**config.mk**
```make
export PLATFORM = sky130hd
export DESIGN_NAME = asfs_serial
export DESIGN_NICKNAME = d
export VERILOG_FILES = /design/src/include/asfs_pkg.sv /design/src/verilog/asfs_fifo.sv /design/src/verilog/asfs_baud_gen.sv /design/src/verilog/asfs_serial.sv
export SDC_FILE = /design/constraint.sdc
export NUM_CORES = 1
export LEC_CHECK = 0
export BUFFER_PORTS_ARGS = -buffer_cell sky130_fd_sc_hd__buf_4
export CORE_MARGIN = 2
export CORE_UTILIZATION = 55
export CTS_CLUSTER_DIAMETER = 150
export DETAILED_ROUTE_END_ITERATION = 16
export PLACE_DENSITY = 0.76
export SLEW_MARGIN = 25
export SYNTH_ARGS = -nofsm -noshare
export SYNTH_HDL_FRONTEND = slang
export SYNTH_SLANG_ARGS = --single-unit
```
**constraint.sdc**
```tcl
create_clock -name ref_clk -period 6.55 [get_ports ref_clk]
set_input_delay 1.31 -clock ref_clk [delete_from_list [all_inputs] [get_ports ref_clk]]
set_output_delay 1.31 -clock ref_clk [all_outputs]
set_load 0.02 [all_outputs]
```
**src/include/asfs_pkg.sv**
```systemverilog
`default_nettype none
package asfs_pkg;
  localparam int ASFS_DIV_W      = 8;
  localparam int ASFS_FIFO_DEPTH = 16;

  // base clocks per serial bit
  localparam logic [4:0] ASFS_OS_NORMAL = 5'h10;
  localparam logic [4:0] ASFS_OS_FAST   = 5'h08;

  // clock-enable field codes
  localparam logic [1:0] ASFS_CKE_INTERNAL = 2'h0;
  localparam logic [1:0] ASFS_CKE_CLKOUT   = 2'h1;

  // bit periods the settle counter waits after a setup load
  localparam logic [1:0] ASFS_SETTLE_BITS = 2'h2;

  // status flag positions
  localparam int ASFS_FLG_W       = 4;
  localparam int ASFS_FLG_RXERR   = 0;
  localparam int ASFS_FLG_READY   = 1;
  localparam int ASFS_FLG_BREAK   = 2;
  localparam int ASFS_FLG_OVERRUN = 3;

  typedef struct packed {
    logic [1:0]            clock_enable_sel;
    logic                  sync_select;
    logic                  char_length_a;
    logic                  char_length_b;
    logic                  parity_enable;
    logic                  parity_odd;
    logic                  stop_two;
    logic                  multi_drop_enable;
    logic [1:0]            prescale_select;
    logic                  card_interface_select;
    logic                  data_invert;
    logic                  bit_order;
    logic                  oversample_select;
    logic                  noise_filter_enable;
    logic                  generator_double_speed;
    logic                  simple_two_wire_mode;
    logic                  clock_phase;
    logic                  clock_polarity;
    logic [ASFS_DIV_W-1:0] bit_rate_divisor;
  } asfs_cfg_t;

  localparam asfs_cfg_t ASFS_CFG_RST = '{
    clock_enable_sel:       2'h0,
    sync_select:            1'h0,
    char_length_a:          1'h0,
    char_length_b:          1'h1,
    parity_enable:          1'h0,
    parity_odd:             1'h0,
    stop_two:               1'h0,
    multi_drop_enable:      1'h0,
    prescale_select:        2'h0,
    card_interface_select:  1'h0,
    data_invert:            1'h0,
    bit_order:              1'h0,
    oversample_select:      1'h1,
    noise_filter_enable:    1'h0,
    generator_double_speed: 1'h0,
    simple_two_wire_mode:   1'h0,
    clock_phase:            1'h0,
    clock_polarity:         1'h0,
    bit_rate_divisor:       8'hFF
  };

  typedef struct packed {
    logic       mp_bit;
    logic [8:0] data;
  } asfs_word_t;

  typedef enum logic [2:0] {
    ASFS_IDLE   = 3'h0,
    ASFS_START  = 3'h1,
    ASFS_DATA   = 3'h2,
    ASFS_PARITY = 3'h3,
    ASFS_MPB    = 3'h4,
    ASFS_STOP   = 3'h5
  } asfs_state_t;
endpackage
`default_nettype wire

```
**src/verilog/asfs_fifo.sv**
```systemverilog
`default_nettype none
module asfs_fifo
  import asfs_pkg::*;
#(
  parameter int WIDTH = 10,
  parameter int DEPTH = ASFS_FIFO_DEPTH
) (
  // clock and reset
  input  wire logic             ref_clk,
  input  wire logic             rstn,
  input  wire logic             ce,
  // fill side
  input  wire logic             in_valid,
  output logic                  in_ready,
  input  wire logic [WIDTH-1:0] in_data,
  // drain side
  output logic                  out_valid,
  input  wire logic             out_ready,
  output logic [WIDTH-1:0]      out_data
);
  localparam int AW = $clog2(DEPTH);

  logic [WIDTH-1:0] mem_q [DEPTH];
  logic [AW-1:0]    wr_q;
  logic [AW-1:0]    rd_q;
  logic [AW:0]      cnt_q;
  logic             push;
  logic             pop;

  assign in_ready  = cnt_q != (AW+1)'(DEPTH);
  assign out_valid = cnt_q != '0;
  assign push      = in_valid & in_ready;
  assign pop       = out_valid & out_ready;
  assign out_data  = mem_q[rd_q];

  // index wrap written out so a depth that is not a power of two works
  always_ff @(posedge ref_clk or negedge rstn) begin
    if (!rstn) begin
      wr_q  <= '0;
      rd_q  <= '0;
      cnt_q <= '0;
    end else if (ce) begin
      if (push) wr_q <= (wr_q == AW'(DEPTH - 1)) ? '0 : wr_q + 1'b1;
      if (pop) rd_q <= (rd_q == AW'(DEPTH - 1)) ? '0 : rd_q + 1'b1;
      cnt_q <= cnt_q + (AW+1)'(push) - (AW+1)'(pop);
    end
  end

  always_ff @(posedge ref_clk) begin
    if (ce && push) mem_q[wr_q] <= in_data;
  end
endmodule
`default_nettype wire

```
**src/verilog/asfs_baud_gen.sv**
```systemverilog
`default_nettype none
module asfs_baud_gen
  import asfs_pkg::*;
#(
  parameter int DIV_W = ASFS_DIV_W
) (
  // clock and reset
  input  wire logic             ref_clk,
  input  wire logic             rstn,
  input  wire logic             ce,
  // rate setup
  input  wire logic [1:0]       prescale_select,
  input  wire logic             double_speed,
  input  wire logic [DIV_W-1:0] divisor,
  // one pulse per base clock period
  output logic                  tick
);
  localparam int CNT_W = DIV_W + 7;

  logic [CNT_W-1:0] cnt_q;
  logic [CNT_W-1:0] full_len;
  logic [CNT_W-1:0] limit;

  // prescale 00 feeds the undivided clock, others divide by 4, 16, 64
  assign full_len = CNT_W'({1'b0, divisor} + 1'b1) << {prescale_select, 1'b0};
  assign limit    = (double_speed && full_len > 1) ? full_len >> 1 : full_len;
  // >= so a smaller divisor loaded mid-count cannot run the counter away
  assign tick     = cnt_q >= limit - CNT_W'(1);

  always_ff @(posedge ref_clk or negedge rstn) begin
    if (!rstn) cnt_q <= '0;
    else if (ce) cnt_q <= tick ? '0 : cnt_q + 1'b1;
  end
endmodule
`default_nettype wire

```
**src/verilog/asfs_serial.sv**
```systemverilog
`default_nettype none
module asfs_serial
  import asfs_pkg::*;
#(
  parameter int FIFO_DEPTH = ASFS_FIFO_DEPTH
) (
  // clock and reset
  input  wire logic                  ref_clk,
  input  wire logic                  rstn,
  input  wire logic                  ce,
  // setup
  input  wire logic                  cfg_load,
  input  wire asfs_cfg_t             cfg_in,
  input  wire logic                  transmit_enable,
  input  wire logic                  receive_enable,
  output asfs_cfg_t                  cfg_active,
  output logic                       divisor_settled,
  output logic                       mode_unsupported,
  // transmit stream
  input  wire logic                  tx_valid,
  output logic                       tx_ready,
  input  wire asfs_word_t            tx_word,
  // receive stream
  output logic                       rx_valid,
  input  wire logic                  rx_ready,
  output asfs_word_t                 rx_word,
  // status flags
  input  wire logic                  flag_read,
  input  wire logic                  flag_write,
  input  wire logic [ASFS_FLG_W-1:0] flag_wdata,
  output logic [ASFS_FLG_W-1:0]      flags,
  // serial pins
  output logic                       txd,
  input  wire logic                  rxd,
  output logic                       serial_clock_pin_o,
  output logic                       serial_clock_pin_oe
);
  function automatic logic [3:0] data_bits(input asfs_cfg_t c);
    if (!c.char_length_b) return 4'h9;
    return c.char_length_a ? 4'h7 : 4'h8;
  endfunction

  function automatic logic [3:0] bit_index(input asfs_cfg_t c, input logic [3:0] k);
    logic [3:0] n;
    n = data_bits(c);
    return c.bit_order ? 4'(n - 4'h1 - k) : k;
  endfunction

  function automatic logic parity_of(input asfs_cfg_t c, input logic [8:0] d);
    logic [8:0] mask;
    mask = 9'h1FF >> (4'h9 - data_bits(c));
    return (^(d & mask)) ^ c.parity_odd;
  endfunction

  function automatic asfs_state_t after_bit(input asfs_cfg_t c, input asfs_state_t s);
    if (s == ASFS_DATA && c.parity_enable) return ASFS_PARITY;
    if (s != ASFS_MPB && c.multi_drop_enable) return ASFS_MPB;
    return ASFS_STOP;
  endfunction

  // setup and timing
  asfs_cfg_t             cfg_q;
  logic                  tick;
  logic [4:0]            os_len;
  logic [4:0]            half;
  logic [3:0]            nbits;
  logic                  mode_ok;
  logic [4:0]            bclk_q;
  logic                  bclk_end;
  logic [1:0]            settle_q;
  logic                  sck_q;
  logic                  sck_oe_q;

  assign os_len  = cfg_q.oversample_select ? ASFS_OS_FAST : ASFS_OS_NORMAL;
  assign half    = os_len >> 1;
  assign nbits   = data_bits(cfg_q);
  // only the asynchronous, internally clocked serial mode is built
  assign mode_ok = !cfg_q.sync_select && !cfg_q.card_interface_select
                 && !cfg_q.simple_two_wire_mode && !cfg_q.clock_enable_sel[1];
  assign bclk_end         = tick && bclk_q == os_len - 5'h1;
  assign divisor_settled  = settle_q == ASFS_SETTLE_BITS;
  assign mode_unsupported = !mode_ok;
  assign cfg_active       = cfg_q;

  asfs_baud_gen #(
    .DIV_W (ASFS_DIV_W)
  ) u_baud (
    .ref_clk         (ref_clk),
    .rstn            (rstn),
    .ce              (ce),
    .prescale_select (cfg_q.prescale_select),
    .double_speed    (cfg_q.generator_double_speed),
    .divisor         (cfg_q.bit_rate_divisor),
    .tick            (tick)
  );

  // first bit after a load may be partial, so two boundaries make one full bit
  always_ff @(posedge ref_clk or negedge rstn) begin
    if (!rstn) begin
      cfg_q    <= ASFS_CFG_RST;
      bclk_q   <= '0;
      settle_q <= '0;
    end else if (ce) begin
      if (cfg_load) cfg_q <= cfg_in;
      if (tick) bclk_q <= bclk_end ? '0 : bclk_q + 5'h1;
      if (cfg_load) settle_q <= '0;
      else if (bclk_end && !divisor_settled) settle_q <= settle_q + 2'h1;
    end
  end

  // pin clock leaves the block only under the clock-out code
  always_ff @(posedge ref_clk or negedge rstn) begin
    if (!rstn) begin
      sck_q    <= 1'b0;
      sck_oe_q <= 1'b0;
    end else if (ce) begin
      sck_q    <= bclk_q < half;
      sck_oe_q <= mode_ok && cfg_q.clock_enable_sel == ASFS_CKE_CLKOUT;
    end
  end

  assign serial_clock_pin_o  = sck_q;
  assign serial_clock_pin_oe = sck_oe_q;

  // transmit side
  logic        fifo_valid;
  logic        fifo_pop;
  asfs_word_t  fifo_word;
  asfs_state_t tx_state_q;
  asfs_state_t tx_state_d;
  asfs_word_t  tx_word_q;
  logic [4:0]  tx_cnt_q;
  logic [3:0]  tx_k_q;
  logic        tx_bit_end;
  logic        tx_start;
  logic        tx_line;
  logic        txd_q;

  asfs_fifo #(
    .WIDTH ($bits(asfs_word_t)),
    .DEPTH (FIFO_DEPTH)
  ) u_tx_fifo (
    .ref_clk   (ref_clk),
    .rstn      (rstn),
    .ce        (ce),
    .in_valid  (tx_valid),
    .in_ready  (tx_ready),
    .in_data   (tx_word),
    .out_valid (fifo_valid),
    .out_ready (fifo_pop),
    .out_data  (fifo_word)
  );

  assign tx_start   = tx_state_q == ASFS_IDLE && fifo_valid && transmit_enable
                    && mode_ok && divisor_settled;
  assign fifo_pop   = tx_start;
  assign tx_bit_end = tick && tx_cnt_q == os_len - 5'h1;

  always_comb begin
    tx_state_d = tx_state_q;
    case (tx_state_q)
      ASFS_IDLE:   if (tx_start) tx_state_d = ASFS_START;
      ASFS_START:  if (tx_bit_end) tx_state_d = ASFS_DATA;
      ASFS_DATA:   if (tx_bit_end && tx_k_q == nbits - 4'h1) tx_state_d = after_bit(cfg_q, ASFS_DATA);
      ASFS_PARITY: if (tx_bit_end) tx_state_d = after_bit(cfg_q, ASFS_PARITY);
      ASFS_MPB:    if (tx_bit_end) tx_state_d = ASFS_STOP;
      ASFS_STOP: begin
        if (tx_bit_end && (!cfg_q.stop_two || tx_k_q == 4'h1)) tx_state_d = ASFS_IDLE;
      end
      default:     tx_state_d = ASFS_IDLE;
    endcase
    // dropping the enable aborts the frame and returns the line to mark
    if (!transmit_enable) tx_state_d = ASFS_IDLE;
  end

  always_comb begin
    case (tx_state_q)
      ASFS_START:  tx_line = 1'b0;
      ASFS_DATA:   tx_line = tx_word_q.data[bit_index(cfg_q, tx_k_q)] ^ cfg_q.data_invert;
      ASFS_PARITY: tx_line = parity_of(cfg_q, tx_word_q.data) ^ cfg_q.data_invert;
      ASFS_MPB:    tx_line = tx_word_q.mp_bit;
      default:     tx_line = 1'b1;
    endcase
  end

  always_ff @(posedge ref_clk or negedge rstn) begin
    if (!rstn) begin
      tx_state_q <= ASFS_IDLE;
      tx_word_q  <= '0;
      tx_cnt_q   <= '0;
      tx_k_q     <= '0;
      txd_q      <= 1'b1;
    end else if (ce) begin
      tx_state_q <= tx_state_d;
      if (tx_start) tx_word_q <= fifo_word;
      if (tx_state_d != tx_state_q) tx_cnt_q <= '0;
      else if (tick) tx_cnt_q <= tx_bit_end ? '0 : tx_cnt_q + 5'h1;
      if (tx_state_d != tx_state_q) tx_k_q <= '0;
      else if (tx_bit_end) tx_k_q <= tx_k_q + 4'h1;
      txd_q <= transmit_enable ? tx_line : 1'b1;
    end
  end

  assign txd = txd_q;

  // receive side
  logic [2:0]  nf_q;
  logic        nf_major;
  logic        rx_in;
  asfs_state_t rx_state_q;
  asfs_state_t rx_state_d;
  logic [4:0]  rx_cnt_q;
  logic [3:0]  rx_k_q;
  logic [8:0]  rx_data_q;
  logic        rx_par_q;
  logic        rx_mp_q;
  logic        rx_high_q;
  logic        rx_sample;
  logic        rx_done;
  logic        rx_perr;
  logic        rx_ferr;
  logic        hold_q;
  asfs_word_t  rx_word_q;
  logic        rx_store;
  logic        rx_pop;

  // three-sample majority on the base clock rejects glitches shorter than one base clock
  assign nf_major  = (nf_q[0] & nf_q[1]) | (nf_q[1] & nf_q[2]) | (nf_q[0] & nf_q[2]);
  assign rx_in     = cfg_q.noise_filter_enable ? nf_major : rxd;
  assign rx_sample = tick && (rx_state_q == ASFS_START ? rx_cnt_q == half - 5'h1
                                                       : rx_cnt_q == os_len - 5'h1);
  assign rx_done   = rx_state_q == ASFS_STOP && rx_sample;
  assign rx_perr   = cfg_q.parity_enable && rx_par_q != parity_of(cfg_q, rx_data_q);
  assign rx_ferr   = !rx_in;
  assign rx_pop    = hold_q && rx_ready;
  // a full holding word is overrun, not overwritten
  assign rx_store  = rx_done && (!hold_q || rx_ready);

  always_comb begin
    rx_state_d = rx_state_q;
    case (rx_state_q)
      ASFS_IDLE:   if (tick && !rx_in) rx_state_d = ASFS_START;
      ASFS_START:  if (rx_sample) rx_state_d = rx_in ? ASFS_IDLE : ASFS_DATA;
      ASFS_DATA:   if (rx_sample && rx_k_q == nbits - 4'h1) rx_state_d = after_bit(cfg_q, ASFS_DATA);
      ASFS_PARITY: if (rx_sample) rx_state_d = after_bit(cfg_q, ASFS_PARITY);
      ASFS_MPB:    if (rx_sample) rx_state_d = ASFS_STOP;
      ASFS_STOP:   if (rx_sample) rx_state_d = ASFS_IDLE;
      default:     rx_state_d = ASFS_IDLE;
    endcase
    if (!receive_enable || !mode_ok) rx_state_d = ASFS_IDLE;
  end

  always_ff @(posedge ref_clk or negedge rstn) begin
    if (!rstn) begin
      nf_q       <= 3'h7;
      rx_state_q <= ASFS_IDLE;
      rx_cnt_q   <= '0;
      rx_k_q     <= '0;
    end else if (ce) begin
      if (tick) nf_q <= {nf_q[1:0], rxd};
      rx_state_q <= rx_state_d;
      if (rx_state_d != rx_state_q) rx_cnt_q <= '0;
      else if (tick) rx_cnt_q <= rx_sample ? '0 : rx_cnt_q + 5'h1;
      if (rx_state_d != rx_state_q) rx_k_q <= '0;
      else if (rx_sample) rx_k_q <= rx_k_q + 4'h1;
    end
  end

  // data capture apart from framing; stale data bits cleared while idle, parity and mp bits held
  always_ff @(posedge ref_clk or negedge rstn) begin
    if (!rstn) begin
      rx_data_q <= '0;
      rx_par_q  <= 1'b0;
      rx_mp_q   <= 1'b0;
      rx_high_q <= 1'b0;
    end else if (ce) begin
      if (rx_state_q == ASFS_IDLE) begin
        rx_data_q <= '0;
        rx_high_q <= 1'b0;
      end else if (rx_sample && rx_state_q != ASFS_STOP) begin
        rx_high_q <= rx_high_q | rx_in;
      end
      if (rx_sample && rx_state_q == ASFS_DATA) begin
        rx_data_q[bit_index(cfg_q, rx_k_q)] <= rx_in ^ cfg_q.data_invert;
      end
      if (rx_sample && rx_state_q == ASFS_PARITY) rx_par_q <= rx_in ^ cfg_q.data_invert;
      if (rx_sample && rx_state_q == ASFS_MPB) rx_mp_q <= rx_in;
    end
  end

  always_ff @(posedge ref_clk or negedge rstn) begin
    if (!rstn) begin
      hold_q    <= 1'b0;
      rx_word_q <= '0;
    end else if (ce) begin
      hold_q <= rx_store | (hold_q & ~rx_pop);
      if (rx_store) rx_word_q <= '{mp_bit: rx_mp_q, data: rx_data_q};
    end
  end

  assign rx_valid = hold_q;
  assign rx_word  = rx_word_q;

  // status flags: a clear needs a prior read while set; a set always wins
  logic [ASFS_FLG_W-1:0] flags_q;
  logic [ASFS_FLG_W-1:0] seen_q;
  logic [ASFS_FLG_W-1:0] flag_set;
  logic [ASFS_FLG_W-1:0] flag_clr;

  assign flag_set[ASFS_FLG_RXERR]   = rx_done && (rx_perr || rx_ferr);
  assign flag_set[ASFS_FLG_READY]   = rx_store;
  assign flag_set[ASFS_FLG_BREAK]   = rx_done && rx_ferr && !rx_high_q;
  assign flag_set[ASFS_FLG_OVERRUN] = rx_done && !rx_store;
  assign flag_clr = flag_write ? (~flag_wdata & seen_q) : '0;

  always_ff @(posedge ref_clk or negedge rstn) begin
    if (!rstn) begin
      flags_q <= '0;
      seen_q  <= '0;
    end else if (ce) begin
      flags_q <= (flags_q & ~flag_clr) | flag_set;
      seen_q  <= (seen_q & ~flag_clr) | (flag_read ? flags_q : '0);
    end
  end

  assign flags = flags_q;
endmodule
`default_nettype wire

```
# [Word level (Yosys, flattened, before mapping)]
# Memory sizes are Yosys's and may differ from the RTL's. A register that Yosys moved wholly into a read port is not among the register bits.
# Index checks and enable logic that the tools add are counted.
[op_classes] n_addsub=22 magnitude_cmp=6 n_eq_ne=26 shift=3 mux=95 bitwise=25 reduce_logical=73
[op_table] operator="$mux W4" n=20
[op_table] operator="$mux W3" n=23
[op_table] operator="$mux W5" n=8
[op_table] operator="$pmux W3 S6" n=2
[op_table] operator="$logic_and A1 B1 Y1" n=31
[op_table] operator="$mux W1" n=30
[op_table] operator="$mux W15" n=2
[op_table] operator="$reduce_and A2 Y1" n=14
[op_table] operator="$mux W9" n=3
[op_table] operator="$eq A5 B5 Y1" n=4
[op_table] operator="$and A9 B9 Y9" n=2
[op_table] operator="$reduce_xor A9 Y1" n=2
[op_table] operator="$shr A9 B4 Y9 const A" n=2
[op_table] operator="$add A4 B1 Y4 const B" n=4
[op_table] operator="$add A15 B1 Y15 const B" n=1
[op_table] operator="$add A5 B1 Y5 const B" n=3
[op_table] operator="$ge A15 B15 Y1" n=1
[op_table] operator="$gt A15 B1 Y1 const B" n=1
[op_table] operator="$shl A15 B3 Y15" n=1
[op_table] operator="$sub A15 B1 Y15 const B" n=1
[op_table] operator="$logic_not A1 Y1" n=13
[op_table] operator="$and A4 B4 Y4" n=3
[op_table] operator="$eq A3 B2 Y1 const B" n=4
[op_table] operator="$eq A3 B3 Y1 const B" n=4
[op_table] operator="37 further kinds" n=71
[totals] register_bits=124 ram_bits=160 out_inout_bits=49 elab_cells=295 mem_count=1
[mem_list] memory="u_tx_fifo.mem_q" depth=16 width=10 rd=1 rd_ports_with_merged_regs=1 write_ports=1 line="asfs_fifo.sv:23" text="logic [WIDTH-1:0] mem_q [DEPTH];"

# [Logic depth before layout (Yosys ltp)]
[depth] word_depth=23 depth_mapped=30 mapped_depth_nobuf=27

# [By module]
# Synthesis repeated with hierarchy kept, for this count alone.
[hier_totals] hier_cells=1261 hier_area_um2=15413.5
[modules_own_cells] mod="asfs_fifo" n_inst=1 cells_each=356 area_per_inst_um2=6935.4 seq_area_each_um2=5129.9
[modules_own_cells] mod="asfs_serial" n_inst=1 cells_each=590 area_per_inst_um2=6018.3 seq_area_each_um2=2670.1
[modules_own_cells] mod="asfs_baud_gen" n_inst=1 cells_each=315 area_per_inst_um2=2459.9 seq_area_each_um2=375.4

# [Least setup slack after synthesis]
# No wires, ideal clock.
[synth_timing] path_kind="flip-flop to flip-flop" start="reg cfg_q (netlist bit cfg_active[0])" end="reg tx_k_q[2]" t_arrival_ns=6.589 slack_ns=-0.134 stages_incl_launch_ff=29 n_path_buf=3 period_less_slack_ns=6.684 path_cell_list="dfstp_2 > ha_1 > and4_1 > buf_2 > a221o_1 > o22ai_1 > nand3b_1 > or3_1 > o21ai_2 > buf_2 > nand2_1 > o211ai_1 > ha_1 > o311ai_0 > or2_2 > or4_4 > nor3_4 > nor4b_2 > mux2_1 > ha_1 > nand2_1 > nor2_1 > a211oi_1 > a31oi_1 > a222oi_1 > o221ai_1 > clkbuf_1 > or2_2 > o31ai_1"
[synth_between] elab_chain_cells=15 word_cells_on_any_way=21 cone_classes="add/sub: 2; order compare: 2; eq/ne: 1; shift: 1; mux: 9; reduce/logical: 6"
[synth_rtl] item="start, declared" line="asfs_serial.sv:62" text="asfs_cfg_t cfg_q;"
[synth_rtl] item="start signal, assigned" line="asfs_serial.sv:104" text="if (cfg_load) cfg_q <= cfg_in;"
[synth_rtl] item="$add A8 B1 Y9 (*)" line="asfs_baud_gen.sv:25" text="assign full_len = CNT_W'({1'b0, divisor} + 1'b1) << {prescale_select, 1'b0};"
[synth_rtl] item="$shl A15 B3 Y15 (*)" line="asfs_baud_gen.sv:25"
[synth_rtl] item="$gt A15 B1 Y1" line="asfs_baud_gen.sv:26" text="assign limit = (double_speed && full_len > 1) ? full_len >> 1 : full_len;"
[synth_rtl] item="$logic_and A1 B1 Y1" line="asfs_baud_gen.sv:26"
[synth_rtl] item="$mux W15 (*)" line="asfs_baud_gen.sv:26"
[synth_rtl] item="$sub A15 B1 Y15 (*)" line="asfs_baud_gen.sv:28" text="assign tick = cnt_q >= limit - CNT_W'(1);"
[synth_rtl] item="$ge A15 B15 Y1 (*)" line="asfs_baud_gen.sv:28"
[synth_rtl] item="$logic_and A1 B1 Y1 (*)" line="asfs_serial.sv:157" text="assign tx_bit_end = tick && tx_cnt_q == os_len - 5'h1;"
[synth_rtl] item="$logic_and A1 B1 Y1 (on tied branches)" line="asfs_serial.sv:168, asfs_serial.sv:164"
[synth_rtl] item="$mux W3 (on tied branches)" line="asfs_serial.sv:168, asfs_serial.sv:164"
[synth_rtl] item="$pmux W3 S6" line="asfs_serial.sv:161" text="case (tx_state_q)"
[synth_rtl] item="$mux W3" line="asfs_serial.sv:173" text="if (!transmit_enable) tx_state_d = ASFS_IDLE;"
[synth_rtl] item="$ne A3 B3 Y1" line="asfs_serial.sv:198" text="if (tx_state_d != tx_state_q) tx_k_q <= '0;"
[synth_rtl] item="$reduce_bool A2 Y1 (no source line)"
[synth_rtl] item="$reduce_and A2 Y1 (no source line)"
[synth_rtl] item="end signal, assigned" line="asfs_serial.sv:199" text="else if (tx_bit_end) tx_k_q <= tx_k_q + 4'h1;"
[synth_rtl] item="end, declared" line="asfs_serial.sv:133" text="logic [3:0] tx_k_q;"
# Every way passes the cells marked *; elsewhere a longest branch is shown, timed or not.
# A chain may end at the register's enable or synchronous reset.

# [Final worst setup path]
# Same ends and word-level chain as after synthesis.

==> impl_results.md <==
* Status: finished, final reports clean
* Leak pwr at 6.85 nW
* Initial Util at 0.558
* Period minus WS final at 6440 ps
* Critical Path Start Type: flip-flop
* Critical path depth in cells at 27
* Antenna violations before repair at 0
* Die span in y at 169 um
* Critical Path End Type: flip-flop
* Wire per inst at 20.3 um
* Final TNS setup at 0 ps
* Core Region at 26800 um2
* Top cells by area, synth: edfxtp_1 (32%), dfrtp_1 (20%), mux4_2 (7.8%)
* CP max FO at 6
* Drt pass-1 iters at 6
* Most common cell after layout, fill and taps aside: edfxtp_1
* Syn Area/Cell at 12.4 um2
* CTS H-tree lvls at 1
* Ant. Diodes at 0
* Slew Limit Fails at 0
* Detail Route Antenna Nets at 0
* Layout Area Growth over Synthesis at 18.5%
* Via density at 6.17
* Fillcell total at 1928
* Post-synth EDFFs at 160
* Total track usage at 0.239
* WHS Path Cells at 1
* Worst flop-to-flop path startpoint: cfg_active[0]
* Share of cells above drive strength 1 at 0.298
* Clock buffer depth at 3
* Post-Layout Cell Count at 1702
* Final Cell Area at 17700 um2
* Number of buffers created by CTS at 30
* Bufs and invs on worst path at 3
* Inst Count DP at 1621
* Hold wc startpoint: rx_high_q
* WHS at 464 ps
* Syn nets at 1310
* Clk network pwr share at 0.350
* Sw Pwr at 1.51 mW
* Maxcap violations at 0
* Reg2Reg Depth at 27
* Post-synth top area cell: edfxtp_1
* Vias in the first global route at 10319
* CP required at 6970 ps
* Post-synth top flop: edfxtp_1
* RR Endpoint: tx_k_q[2]
* Max Clock Skew at 39.3 ps
* Pwr Density at 294 nW/um2
* Delay-heaviest family, CP: simple AND/OR/NAND/NOR gates
* Post-synth top area share at 0.321
* Clk_lat worst skew at 590 ps
* Sequential area share after synthesis at 0.546
* Start point of the critical path: cfg_active[0]
* Largest net degree at the start of global routing at 72
* Area post-placement at 16200 um2
* CTS Sinks at 294
* Comb pwr share at 0.215
* Clock-pin slew on the worst setup and hold paths at 60 ps
* I/O pins at 102
* Rows at 60
* Final HPWL DP at 22400 um
* CTS Hold Bufs at 0
* Critical path type: flip-flop to flip-flop
* Peak VDD IR at 0.281 mV
* Int Pwr at 3.70 mW
* Root buffer cell: clkbuf_16
* Distinct cell type count after synthesis at 87
* Final Util at 0.661
* Total power at 5.21 mW
* Ys async rst share at 0.456
* RSZ-0062 raised after global routing: yes
* Synth Instances at 1209
* Via Count at 10497
* IO Port Bufs at 101
* Synth Register Bits at 294
* Sequential power share at 0.435
* CTS tree: yes
* Slew @ Worst Pin at 1030 ps
* GRT overflow at 0
* Routed WL at 34600 um
* Chip width at 169 um
* Setup ws final at 105 ps
* Switching Fraction at 0.289
* Most frequent cells in the layout: edfxtp_1 (160), buf_4 (151), dfrtp_1 (119), nand2_1 (105), nor2_1 (73)
* Post-Syn Area at 15000 um2
* CP arrival at 6870 ps
* Worst Hold End: flags[2]
* DP Worst Slack at -59.4 ps
* F_max at 155 MHz
* First-pass GRT wire length at 54600 um
* Largest stage delay on the critical path at 570 ps
* Die Footprint at 28500 um2
* Period utilisation layout at 0.984
* R2R setup slack at 110 ps
* # DRC at 0
* Final GP Congestion at 0.882
* Crit-path slowest cell: dfstp_2
* Worst Hold Class: flip-flop to flip-flop
* Final hold vios at 0
* Slew Limit Headroom at 0.308
* Layout Nets at 1438
* Setup violators final at 0
* Ys Warns at 0
* 1st-iter DRT viols at 945
==> worst max path at each step <==
stage                      to
CTS                 tx_k_q[2]
finish              tx_k_q[2]
detailed placement  tx_k_q[1]
global route        tx_k_q[2]
global placement    tx_k_q[2]
floorplan           tx_k_q[2]
==> cells in the mapped netlist, types with 8 or more instances <==
| cell | n |
|---|---|
| o211ai_1 | 21 |
| mux2_2 | 59 |
| nor2b_1 | 14 |
| dfstp_2 | 14 |
| nand4_1 | 16 |
| nor3_1 | 23 |
| nand2_1 | 107 |
| buf_1 | 11 |
| xor2_1 | 20 |
| nor2_1 | 80 |
| a21oi_1 | 48 |
| dfrtp_1 | 120 |
| a211oi_1 | 11 |
| a31oi_1 | 11 |
| mux4_2 | 52 |
| o31ai_1 | 10 |
| ha_1 | 45 |
| or3_1 | 11 |
| a21o_1 | 12 |
| clkbuf_1 | 38 |
| inv_1 | 40 |
| and3_1 | 13 |
| o21ai_0 | 56 |
| xnor2_1 | 37 |
| buf_2 | 8 |
| nand2b_1 | 15 |
| edfxtp_1 | 160 |
| nand3_1 | 35 |
==> what timing repair did <==
item | CTS | global route
pin swaps | 4 | 17
gates cloned | 0 | 3
buffers inserted | 4 | 18
gates resized for setup | 7 | 59
setup endpoints to repair | 29 | 56
==> state kept, by name, indices dropped and copies added, names as in the netlist, 2 cells and up <==
signal and flops:
nf_q 3, flags 4, rx_word 10, cfg_active 28, tx_cnt_q 5, rx_state_q 3, rx_data_q 9, seen_q 4
tx_k_q 4, settle_q 2, u_tx_fifo.wr_q 4, u_tx_fifo.mem_q 160, tx_state_q 3, rx_cnt_q 5, tx_word_q 10, u_baud.cnt_q 15
u_tx_fifo.cnt_q 5, u_tx_fifo.rd_q 4, rx_k_q 4, bclk_q 5
==> area by class of cell <==
| class | count | area (um2) | share of cell area |
|---|---|---|---|
| multi-input combinational | 815 | 6700 | 0.378 |
| timing repair buffer | 156 | 1180 | 0.0668 |
| clock inverter | 15 | 241 | 0.0136 |
| clock buffer | 41 | 842 | 0.0475 |
| tap | 341 | 427 | 0.0241 |
| sequential | 294 | 8180 | 0.461 |
| inverter | 40 | 150 | 0.00847 |
==> cells by family after synthesis <==
logic type,after synthesis,synth area share
and+or+nand+nor,360,0.121
DFF,294,0.546
AOI/OAI and AO/OA,230,0.102
muxes,118,0.127
buffers and inverters,101,0.0271
xor gates and xnor gates,57,0.0334
adders and majority gates,49,0.0423
==> routing by layer <==
layer / GRT usage / share of wire / vias up
li1: - / - / 4813
met2: 0.399 / 0.50 / 359
met1: 0.326 / 0.42 / 5243
met3: 0.0381 / 0.057 / 82
met5: 0 / 0 / -
met4: 0.0697 / 0.028 / 0
==> power groups by stage <==
stage / sequential (mW) / clock (mW) / combinational (mW)
2_1_floorplan: 2.26 / 0 / 0.715
3_3_place_gp: 2.28 / 0 / 0.980
3_5_place_dp: 2.29 / 0 / 1.02
4_1_cts: 2.26 / 1.86 / 1.04
5_1_grt: 2.28 / 1.93 / 1.24
6_report: 2.27 / 1.83 / 1.12
Power figures use the tool's default switching activity.
